File: src/ctk_pkg.sv
/*
  Package for the event tracker: event indices, instruction codes, register
  offsets and reset values. Assumes a single clock domain and an APB master.
*/
package ctk_pkg;
  localparam int unsigned CTK_EVENTS = 16;
  // Event flag positions.
  localparam logic [3:0] EV_INT = 4'h0;
  localparam logic [3:0] EV_MATCH1 = 4'h1;
  localparam logic [3:0] EV_MATCH2 = 4'h2;
  localparam logic [3:0] EV_MATCH3 = 4'h3;
  localparam logic [3:0] EV_SEL1 = 4'h4;
  localparam logic [3:0] EV_SEL4 = 4'h7;
  localparam logic [3:0] EV_PIN = 4'h8;
  localparam logic [3:0] EV_BLK_WRAP = 4'h9;
  localparam logic [3:0] EV_STR_EMPTY = 4'hA;
  localparam logic [3:0] EV_STR_DONE = 4'hB;
  localparam logic [3:0] EV_STR_ROLL = 4'hC;
  localparam logic [3:0] EV_STR_LUT = 4'hD;
  localparam logic [3:0] EV_ATTN = 4'hE;
  localparam logic [3:0] EV_SOLVER = 4'hF;
  // Register byte offsets.
  localparam logic [7:0] OFS_FLAGS = 8'h00;
  localparam logic [7:0] OFS_IRQ_STATUS = 8'h04;
  localparam logic [7:0] OFS_IRQ_MASK = 8'h08;
  localparam logic [7:0] OFS_COUNTER = 8'h0C;
  // Reset values.
  localparam logic [15:0] RST_FLAGS = 16'h0000;
  localparam logic [15:0] RST_IRQ_MASK = 16'h0000;
  localparam logic [31:0] RST_COUNTER = 32'h00000000;
  localparam logic [8:0] RST_SEL_CFG = 9'h000;
  // Instructions served by the tracker.
  typedef enum logic [3:0] {
    CTK_OP_ARM_MATCH,
    CTK_OP_ATTENTION,
    CTK_OP_BRANCH_SET,
    CTK_OP_BRANCH_CLR,
    CTK_OP_POLL,
    CTK_OP_PIN_SETUP,
    CTK_OP_SEL_SETUP,
    CTK_OP_WAIT,
    CTK_OP_QUEUE
  } ctk_op_e;
  typedef enum logic [1:0] {
    CTK_ST_IDLE,
    CTK_ST_WAIT,
    CTK_ST_DONE
  } ctk_state_e;
endpackage

File: src/ctk_event_tracker.sv
/*
  Event tracker of one processor: sixteen sticky event flags, counter-match
  arming, attention strobes, pin-pattern and selectable event setup, branch,
  poll and wait services, plus an APB register view with an interrupt.
  Assumes the pipeline holds an instruction until it is accepted and that
  event sources pulse for one pclk cycle on the same clock.
*/
// Implementation choices: the APB interface to the registers and the address map.
`timescale 1ns/1ps
module ctk_event_tracker
  import ctk_pkg::*;
(
  input wire logic pclk,
  input wire logic presetn,
  input wire logic [7:0] paddr,
  input wire logic psel,
  input wire logic penable,
  input wire logic pwrite,
  input wire logic [31:0] pwdata,
  output logic [31:0] prdata,
  output logic pready,
  output logic pslverr,
  output logic irq,
  input wire logic instr_valid,
  input wire ctk_op_e instr_op,
  input wire logic [3:0] instr_event,
  input wire logic [31:0] instr_d,
  input wire logic [31:0] instr_s,
  input wire logic instr_wc,
  input wire logic instr_wz,
  input wire logic flag_c_in,
  input wire logic flag_z_in,
  output logic instr_busy,
  output logic instr_done,
  output logic [31:0] result_d,
  output logic result_c,
  output logic result_z,
  output logic result_c_we,
  output logic result_z_we,
  output logic branch_take,
  input wire logic [15:0] event_src_pulse,
  input wire logic attention_event_in,
  output logic [15:0] attention_strobe,
  input wire logic [31:0] pin_input_low_bank,
  input wire logic [31:0] pin_input_high_bank,
  output logic [3:0][8:0] sel_cfg,
  output logic [31:0] free_running_counter,
  output logic [15:0] event_flags
);

  // ********************************************************
  // Declarations
  // ********************************************************
  ctk_state_e state;
  logic [3:0] cur_ev;
  logic cur_wc;
  logic cur_wz;
  logic accept;
  logic wait_hit;
  logic wait_tmo;
  logic [31:0] tmo_value;
  logic q_pend;
  logic tmo_armed;
  logic [15:0] set_vec;
  logic [15:0] clr_vec;
  logic [2:0] match_hit;
  logic [2:0] match_armed;
  logic [2:0][31:0] match_target;
  logic [63:0] pin_s1;
  logic [63:0] pin_s2;
  logic [63:0] pin_s3;
  logic [63:0] pin_stable;
  logic pm_hi;
  logic pm_ne;
  logic pm_on;
  logic [31:0] pm_mask;
  logic [31:0] pm_match;
  logic pm_cond;
  logic pm_prev;
  logic pm_hit;
  logic [15:0] irq_status;
  logic [15:0] irq_mask;
  logic setup_phase;
  logic access_phase;
  logic addr_ok;

  // ********************************************************
  // Instruction sequencing
  // ********************************************************

  // Handshake is combinational so the pipeline sees acceptance in the same cycle.
  assign accept = (state == CTK_ST_IDLE) && instr_valid;
  assign instr_busy = (state != CTK_ST_IDLE);
  assign instr_done = (state == CTK_ST_DONE);
  assign wait_hit = (state == CTK_ST_WAIT) && event_flags[cur_ev];
  assign wait_tmo = (state == CTK_ST_WAIT) && !event_flags[cur_ev] && tmo_armed
                    && (free_running_counter == tmo_value);

  // Every instruction answers on the edge after acceptance; a wait parks in WAIT.
  always_ff @(posedge pclk or negedge presetn) begin
    if (!presetn) begin
      state <= CTK_ST_IDLE;
    end else begin
      case (state)
        CTK_ST_IDLE: begin
          if (accept && instr_op == CTK_OP_WAIT) begin
            state <= CTK_ST_WAIT;
          end else if (accept) begin
            state <= CTK_ST_DONE;
          end
        end
        CTK_ST_WAIT: begin
          if (wait_hit || wait_tmo) begin
            state <= CTK_ST_DONE;
          end
        end
        default: begin
          state <= CTK_ST_IDLE;
        end
      endcase
    end
  end

  // Latched operands of the instruction in flight.
  always_ff @(posedge pclk or negedge presetn) begin
    if (!presetn) begin
      cur_ev <= 4'h0;
      cur_wc <= 1'b0;
      cur_wz <= 1'b0;
    end else if (accept) begin
      cur_ev <= instr_event;
      cur_wc <= instr_wc;
      cur_wz <= instr_wz;
    end
  end

  // A queue prefix is consumed by the very next instruction, wait or not.
  always_ff @(posedge pclk or negedge presetn) begin
    if (!presetn) begin
      tmo_value <= RST_COUNTER;
      q_pend <= 1'b0;
      tmo_armed <= 1'b0;
    end else begin
      if (accept && instr_op == CTK_OP_QUEUE) begin
        tmo_value <= instr_d;
        q_pend <= 1'b1;
      end else if (accept) begin
        q_pend <= 1'b0;
        tmo_armed <= (instr_op == CTK_OP_WAIT) && q_pend;
      end else if (instr_done) begin
        tmo_armed <= 1'b0;
      end
    end
  end

  // Results are registered so the pipeline samples them with instr_done.
  always_ff @(posedge pclk or negedge presetn) begin
    if (!presetn) begin
      result_d <= 32'h00000000;
      result_c <= 1'b0;
      result_z <= 1'b0;
      result_c_we <= 1'b0;
      result_z_we <= 1'b0;
      branch_take <= 1'b0;
    end else if (accept) begin
      result_c_we <= 1'b0;
      result_z_we <= 1'b0;
      branch_take <= 1'b0;
      case (instr_op)
        CTK_OP_ARM_MATCH: begin
          result_d <= instr_d + instr_s;
        end
        CTK_OP_BRANCH_SET: begin
          branch_take <= event_flags[instr_event];
        end
        CTK_OP_BRANCH_CLR: begin
          branch_take <= !event_flags[instr_event];
        end
        CTK_OP_POLL: begin
          result_c <= event_flags[instr_event];
          result_z <= event_flags[instr_event];
          result_c_we <= instr_wc;
          result_z_we <= instr_wz;
        end
        default: begin
        end
      endcase
    end else if (wait_hit || wait_tmo) begin
      result_c <= wait_tmo;
      result_z <= wait_tmo;
      result_c_we <= cur_wc;
      result_z_we <= cur_wz;
    end
  end

  // ********************************************************
  // Counter and counter-match events
  // ********************************************************

  // The counter free-runs and wraps; matches therefore repeat every 2^32 clocks.
  always_ff @(posedge pclk or negedge presetn) begin
    if (!presetn) begin
      free_running_counter <= RST_COUNTER;
    end else begin
      free_running_counter <= free_running_counter + 32'h00000001;
    end
  end

  // One comparator per counter-match event; each stays armed after firing.
  for (genvar k = 0; k < 3; k++) begin : g_match
    always_ff @(posedge pclk or negedge presetn) begin
      if (!presetn) begin
        match_target[k] <= RST_COUNTER;
        match_armed[k] <= 1'b0;
      end else if (accept && instr_op == CTK_OP_ARM_MATCH && instr_event == EV_MATCH1 + 4'(k)) begin
        match_target[k] <= instr_d + instr_s;
        match_armed[k] <= 1'b1;
      end
    end
    assign match_hit[k] = match_armed[k] && (free_running_counter == match_target[k]);
  end

  // ********************************************************
  // Attention strobe and selectable events
  // ********************************************************

  // The outgoing strobe lasts exactly one cycle per instruction.
  always_ff @(posedge pclk or negedge presetn) begin
    if (!presetn) begin
      attention_strobe <= 16'h0000;
    end else if (accept && instr_op == CTK_OP_ATTENTION) begin
      attention_strobe <= instr_d[15:0];
    end else begin
      attention_strobe <= 16'h0000;
    end
  end

  // The configuration code is handed to the event source logic unchanged.
  always_ff @(posedge pclk or negedge presetn) begin
    if (!presetn) begin
      sel_cfg <= {4{RST_SEL_CFG}};
    end else if (accept && instr_op == CTK_OP_SEL_SETUP && instr_event >= EV_SEL1 && instr_event <= EV_SEL4) begin
      sel_cfg[instr_event[1:0]] <= instr_d[8:0];
    end
  end

  // ********************************************************
  // Pin pattern event
  // ********************************************************

  // Pins are asynchronous; a bit changes only once stages two and three agree.
  always_ff @(posedge pclk or negedge presetn) begin
    if (!presetn) begin
      pin_s1 <= 64'h0000000000000000;
      pin_s2 <= 64'h0000000000000000;
      pin_s3 <= 64'h0000000000000000;
      pin_stable <= 64'h0000000000000000;
    end else begin
      pin_s1 <= {pin_input_high_bank, pin_input_low_bank};
      pin_s2 <= pin_s1;
      pin_s3 <= pin_s2;
      pin_stable <= (pin_s2 & pin_s3) | (pin_stable & (pin_s2 | pin_s3));
    end
  end

  // Pattern setup captures bank and sense from the condition flags.
  always_ff @(posedge pclk or negedge presetn) begin
    if (!presetn) begin
      pm_hi <= 1'b0;
      pm_ne <= 1'b0;
      pm_on <= 1'b0;
      pm_mask <= 32'h00000000;
      pm_match <= 32'h00000000;
    end else if (accept && instr_op == CTK_OP_PIN_SETUP) begin
      pm_hi <= flag_c_in;
      pm_ne <= flag_z_in;
      pm_on <= 1'b1;
      pm_mask <= instr_d;
      pm_match <= instr_s;
    end
  end

  // The event fires when the comparison becomes true, not while it stays true.
  assign pm_cond = (((pm_hi ? pin_stable[63:32] : pin_stable[31:0]) & pm_mask) == pm_match) ^ pm_ne;
  assign pm_hit = pm_on && pm_cond && !pm_prev;

  always_ff @(posedge pclk or negedge presetn) begin
    if (!presetn) begin
      pm_prev <= 1'b0;
    end else begin
      pm_prev <= pm_on && pm_cond;
    end
  end

  // ********************************************************
  // Sticky event flags
  // ********************************************************

  always_comb begin
    set_vec = event_src_pulse;
    set_vec[EV_MATCH1] = event_src_pulse[EV_MATCH1] | match_hit[0];
    set_vec[EV_MATCH2] = event_src_pulse[EV_MATCH2] | match_hit[1];
    set_vec[EV_MATCH3] = event_src_pulse[EV_MATCH3] | match_hit[2];
    set_vec[EV_PIN] = event_src_pulse[EV_PIN] | pm_hit;
    set_vec[EV_ATTN] = event_src_pulse[EV_ATTN] | attention_event_in;
    clr_vec = 16'h0000;
    if (accept && instr_op == CTK_OP_POLL) begin
      clr_vec[instr_event] = 1'b1;
    end
    if (wait_hit) begin
      clr_vec[cur_ev] = 1'b1;
    end
  end

  // A pulse landing on the clearing edge keeps the flag set.
  always_ff @(posedge pclk or negedge presetn) begin
    if (!presetn) begin
      event_flags <= RST_FLAGS;
    end else begin
      event_flags <= (event_flags & ~clr_vec) | set_vec;
    end
  end

  // ********************************************************
  // APB register view and interrupt
  // ********************************************************

  assign setup_phase = psel && !penable;
  assign access_phase = psel && penable;
  assign addr_ok = (paddr == OFS_FLAGS) || (paddr == OFS_IRQ_STATUS) || (paddr == OFS_IRQ_MASK)
                   || (paddr == OFS_COUNTER);
  // Zero wait states: every access completes in its first access cycle.
  assign pready = 1'b1;
  assign pslverr = access_phase && !addr_ok;

  // Read data is captured in the setup cycle, so the counter shows that cycle.
  always_ff @(posedge pclk or negedge presetn) begin
    if (!presetn) begin
      prdata <= 32'h00000000;
    end else if (setup_phase && !pwrite) begin
      if (paddr == OFS_FLAGS) begin
        prdata <= {16'h0000, event_flags};
      end else if (paddr == OFS_IRQ_STATUS) begin
        prdata <= {16'h0000, irq_status};
      end else if (paddr == OFS_IRQ_MASK) begin
        prdata <= {16'h0000, irq_mask};
      end else if (paddr == OFS_COUNTER) begin
        prdata <= free_running_counter;
      end else begin
        prdata <= 32'h00000000;
      end
    end
  end

  // Interrupt status is write-one-to-clear; a new event in that cycle wins.
  always_ff @(posedge pclk or negedge presetn) begin
    if (!presetn) begin
      irq_status <= RST_FLAGS;
      irq_mask <= RST_IRQ_MASK;
    end else begin
      if (access_phase && pwrite && paddr == OFS_IRQ_STATUS) begin
        irq_status <= (irq_status & ~pwdata[15:0]) | set_vec;
      end else begin
        irq_status <= irq_status | set_vec;
      end
      if (access_phase && pwrite && paddr == OFS_IRQ_MASK) begin
        irq_mask <= pwdata[15:0];
      end
    end
  end

  assign irq = |(irq_status & irq_mask);
endmodule // ctk_event_tracker

File: config.mk
export PLATFORM = sky130hd
export DESIGN_NAME = ctk_event_tracker
export DESIGN_NICKNAME = d
export VERILOG_FILES = /design/src/ctk_pkg.sv /design/src/ctk_event_tracker.sv
export SDC_FILE = /design/constraint.sdc
export NUM_CORES = 1
export LEC_CHECK = 0
export BUFFER_PORTS_ARGS = -buffer_cell sky130_fd_sc_hd__buf_4
export CAP_MARGIN = 20
export CORE_MARGIN = 3
export CORE_UTILIZATION = 55
export DETAILED_ROUTE_END_ITERATION = 12
export PLACE_DENSITY = 0.77
export REMOVE_ABC_BUFFERS = 1
export SLEW_MARGIN = 10
export SYNTH_ARGS = -nofsm -noshare
export SYNTH_HDL_FRONTEND = slang
export SYNTH_SLANG_ARGS = --single-unit
File: constraint.sdc
create_clock -name pclk -period 2.8 [get_ports pclk]
set_input_delay 0.42 -clock pclk [delete_from_list [all_inputs] [get_ports pclk]]
set_output_delay 0.42 -clock pclk [all_outputs]
set_load 0.1 [all_outputs]
==> impl_metrics.env <==
export IMPL_synth_mux_area_share_pct=11.1
export IMPL_crit_top_cell="buf_4"
export IMPL_nNetsFinal=2989
export IMPL_htree_num_levels=3
export IMPL_status="finished with violations"
export IMPL_die_y_um=230
export IMPL_clockRootBuffer="clkbuf_16"
export IMPL_seq_area_frac_synth_pct=60.3
export IMPL_ant_nets=0
export IMPL_dpl_hpwl_um=58300
export IMPL_cp_start_kind="flop"
export IMPL_tns_ps=-159
export IMPL_synth_distinct_cells=71
export IMPL_setup_ws_ps=-84.3
export IMPL_synth_simple_area_share_pct=10.5
export IMPL_dp_cells=3277
export IMPL_numCtsBuffers=68
export IMPL_drc=0
export IMPL_stdcell_count=3468
export IMPL_finalHoldViolations=0
export IMPL_start_util_pct=56.1
export IMPL_wire_per_inst_um=23.2
export IMPL_path_delay_family="simple AND/OR/NAND/NOR gates"
export IMPL_p_leak_nw=16.8
export IMPL_p_per_area_nw_per_um2=738
export IMPL_grt_pass1_vias=20900
export IMPL_vias=19800
export IMPL_drv_cap=0
export IMPL_grt_usage_pct=30.8
export IMPL_synth_top_family_by_area="multiplexers"
export IMPL_violations="negative setup slack"
export IMPL_fp_dieArea_um2=52900
export IMPL_cpMaxStageDelayCell="dfrtp_1"
export IMPL_maxSlewHeadroom_pct=34.9
export IMPL_path_buf_inv=4
export IMPL_yosys_top_cells_count="dfrtp_1, nand2_1, mux2_2"
export IMPL_endpoint_kind="flop"
export IMPL_yosys_register_bits=665
export IMPL_setup_viol=2
export IMPL_place_congestion=0.937
export IMPL_clockBufferDepth=3
export IMPL_clock_fmax_mhz=347
export IMPL_core_area_um2=49300
export IMPL_path_class="flop to flop"
export IMPL_synth_most_common_cell="dfrtp_1"
export IMPL_fin_crit_sh_pct=103
export IMPL_synth_edf_count=0
export IMPL_grt_start_max_net_pins=128
export IMPL_area_growth_pct=27.7
export IMPL_multi_input_area_um2=10600
export IMPL_cts_tree="done"
export IMPL_finClkSkew_ps=19.1
export IMPL_synthesis_instances=2192
export IMPL_avgSynthCellArea_um2=12.6
export IMPL_placementRows=81
export IMPL_whs_ps=22.9
export IMPL_finalPower_mw=26.0
export IMPL_yosys_top_cells_area="dfrtp_1, mux2_2, nand2_1, xnor2_1, maj3_1"
export IMPL_min_period_ps=2880
export IMPL_grt_pass1_wl_um=124000
export IMPL_die_width_um=230
export IMPL_yosysWarnings=0
export IMPL_dr_first_iter_drc_count=1583
export IMPL_crit_chain="buf_12, mux2_1, and3b_1, nor4b_2, buf_4, nand4_1, nor4_4, buf_4, xor2_2, a31oi_2, buf_4, nand2_2"
export IMPL_clock_sink_count=665
export IMPL_rsz0062_at_grt="true"
export IMPL_synth_top_area_share_pct=60.3
export IMPL_regArea_um2=16600
export IMPL_fill_cells=3390
export IMPL_tightest_slew_ps=977
export IMPL_cpPeakStageDelay_ps=430
export IMPL_drt_vias_per_instance=5.71
export IMPL_overflow=0
export IMPL_clock_latency_ps=610
export IMPL_ir_drop_mv=0.545
export IMPL_cp_data_arrival_time_ps=3360
export IMPL_synth_xor_area_share_pct=5.87
export IMPL_async_flop_share_pct=100
export IMPL_synth_compound_area_share_pct=6.53
export IMPL_min_path_type="primary input to flop"
export IMPL_clk_pin_slew_ps=60
export IMPL_wl_um=80300
export IMPL_slew_viol_final=0
export IMPL_crit_fanout=12
export IMPL_critPathRequiredTime_ps=3270
export IMPL_syn_area_um2=27600
export IMPL_portBuffers=359
export IMPL_synth_area_leader_cell="dfrtp_1"
export IMPL_layout_drive_gt1_share_pct=32.7
export IMPL_synth_adder_area_share_pct=3.84
export IMPL_grt_antenna_before_repair=2
export IMPL_pin_count=377
export IMPL_first_pass_iters=7
export IMPL_synth_ff_type="dfrtp_1"
export IMPL_pre_cts_slack_ps=-687
-- worst register-to-register path, delay by kind of cell (launching register included) --
family | cells | cell delay [ps]
compound gates | 1 | 190
xor+xnor | 1 | 70
buf+inv | 4 | 690
simple gates | 5 | 1010
flops | 1 | 430
mux | 1 | 360
-- sequential cells by signal, indices dropped and copies added (netlist names), 3 cells and up --
signal,cells
pm_mask,32
pin_s2,64
pm_match,32
irq_mask,16
pin_stable,64
pin_s1,64
free_running_counter,32
result_d,32
event_flags,16
irq_status,16
sel_cfg,36
pin_s3,64
match_target,96
cur_ev,4
attention_strobe,16
match_armed,3
prdata,32
tmo_value,32
-- worst paths after layout --
kind / startpoint / slack, ps / cells past startpoint / endpoint
worst max register to register: pm_hi / -80 / 12 / event_flags[8]
min in group asynchronous: presetn / 290 / 2 / prdata[31]
max in group asynchronous: presetn / 1550 / 4 / pin_s1[40]
worst min-delay path: event_src_pulse[13] / 20 / 2 / irq_status[13]
worst min register to register: pin_s1[48] / 340 / 0 / pin_s2[48]
worst max-delay path: pm_hi / -80 / 12 / event_flags[8]
-- area by class of cell --
type	instances	share of cell area, %
Sequential cell	665	47.2
Multi-Input combinational cell	1401	30.0
Timing Repair Buffer	601	13.6
Clock buffer	93	5.56
Tap cell	664	2.36
Clock inverter	25	1.02
Inverter	16	0.170
Antenna cell	3	0.0213
-- where the power goes --
group | switching (mW) | internal [mW] | leakage [nW]
logic | 3.43 | 1.97 | 7.34
clock network | 3.76 | 5.65 | 1.14
registers | 0.677 | 10.5 | 8.31
-- cells in the final DEF (no fill, tap or decap), types with 52 or more instances in the layout --
| cell type | n |
|---|---|
| dfrtp_1 | 665 |
| clkbuf_16 | 70 |
| dlygate4sd3_1 | 67 |
| a21oi_1 | 55 |
| nand2_1 | 318 |
| mux2_2 | 208 |
| nand4_1 | 52 |
| xor2_1 | 62 |
| buf_4 | 521 |
| o21ai_0 | 55 |
| xnor2_1 | 122 |
| maj3_1 | 64 |
-- kinds of logic after synthesis --
kind of cell    count (synthesis)
compound gates                265
xor+xnor                      185
fa+ha+maj                      97
buf+inv                       126
flops                         665
mux                           248
other cells                     1
simple gates                  605
-- per-stage QoR --
stage	cell area (µm²)	util [%]
2_1_floorplan	27200	-
3_3_place_gp	32100	65.2
3_5_place_dp	32100	65.2
4_1_cts	35200	71.5
5_1_grt	35200	71.6
6_report	35200	71.6
-- metal layers --
metal / GRT usage (%) / up-vias / part of all wire, %
met4: 13.2 / 0 / 4.0
met2: 50.0 / 723 / 48
met1: 41.4 / 10100 / 41
met3: 5.22 / 181 / 6.5
li1: - / 8775 / -
met5: 0 / - / 0
-- what timing repair did --
item,in CTS,in global routing
hold buffers,67,0
gates cloned,0,0
pin swaps,9,2
setup buffers,4,0
hold endpoints to repair,119,0
resized for setup,23,7
endpoints found under the setup margin,7,8
No activity file was read; power rests on OpenSTA's default activity.
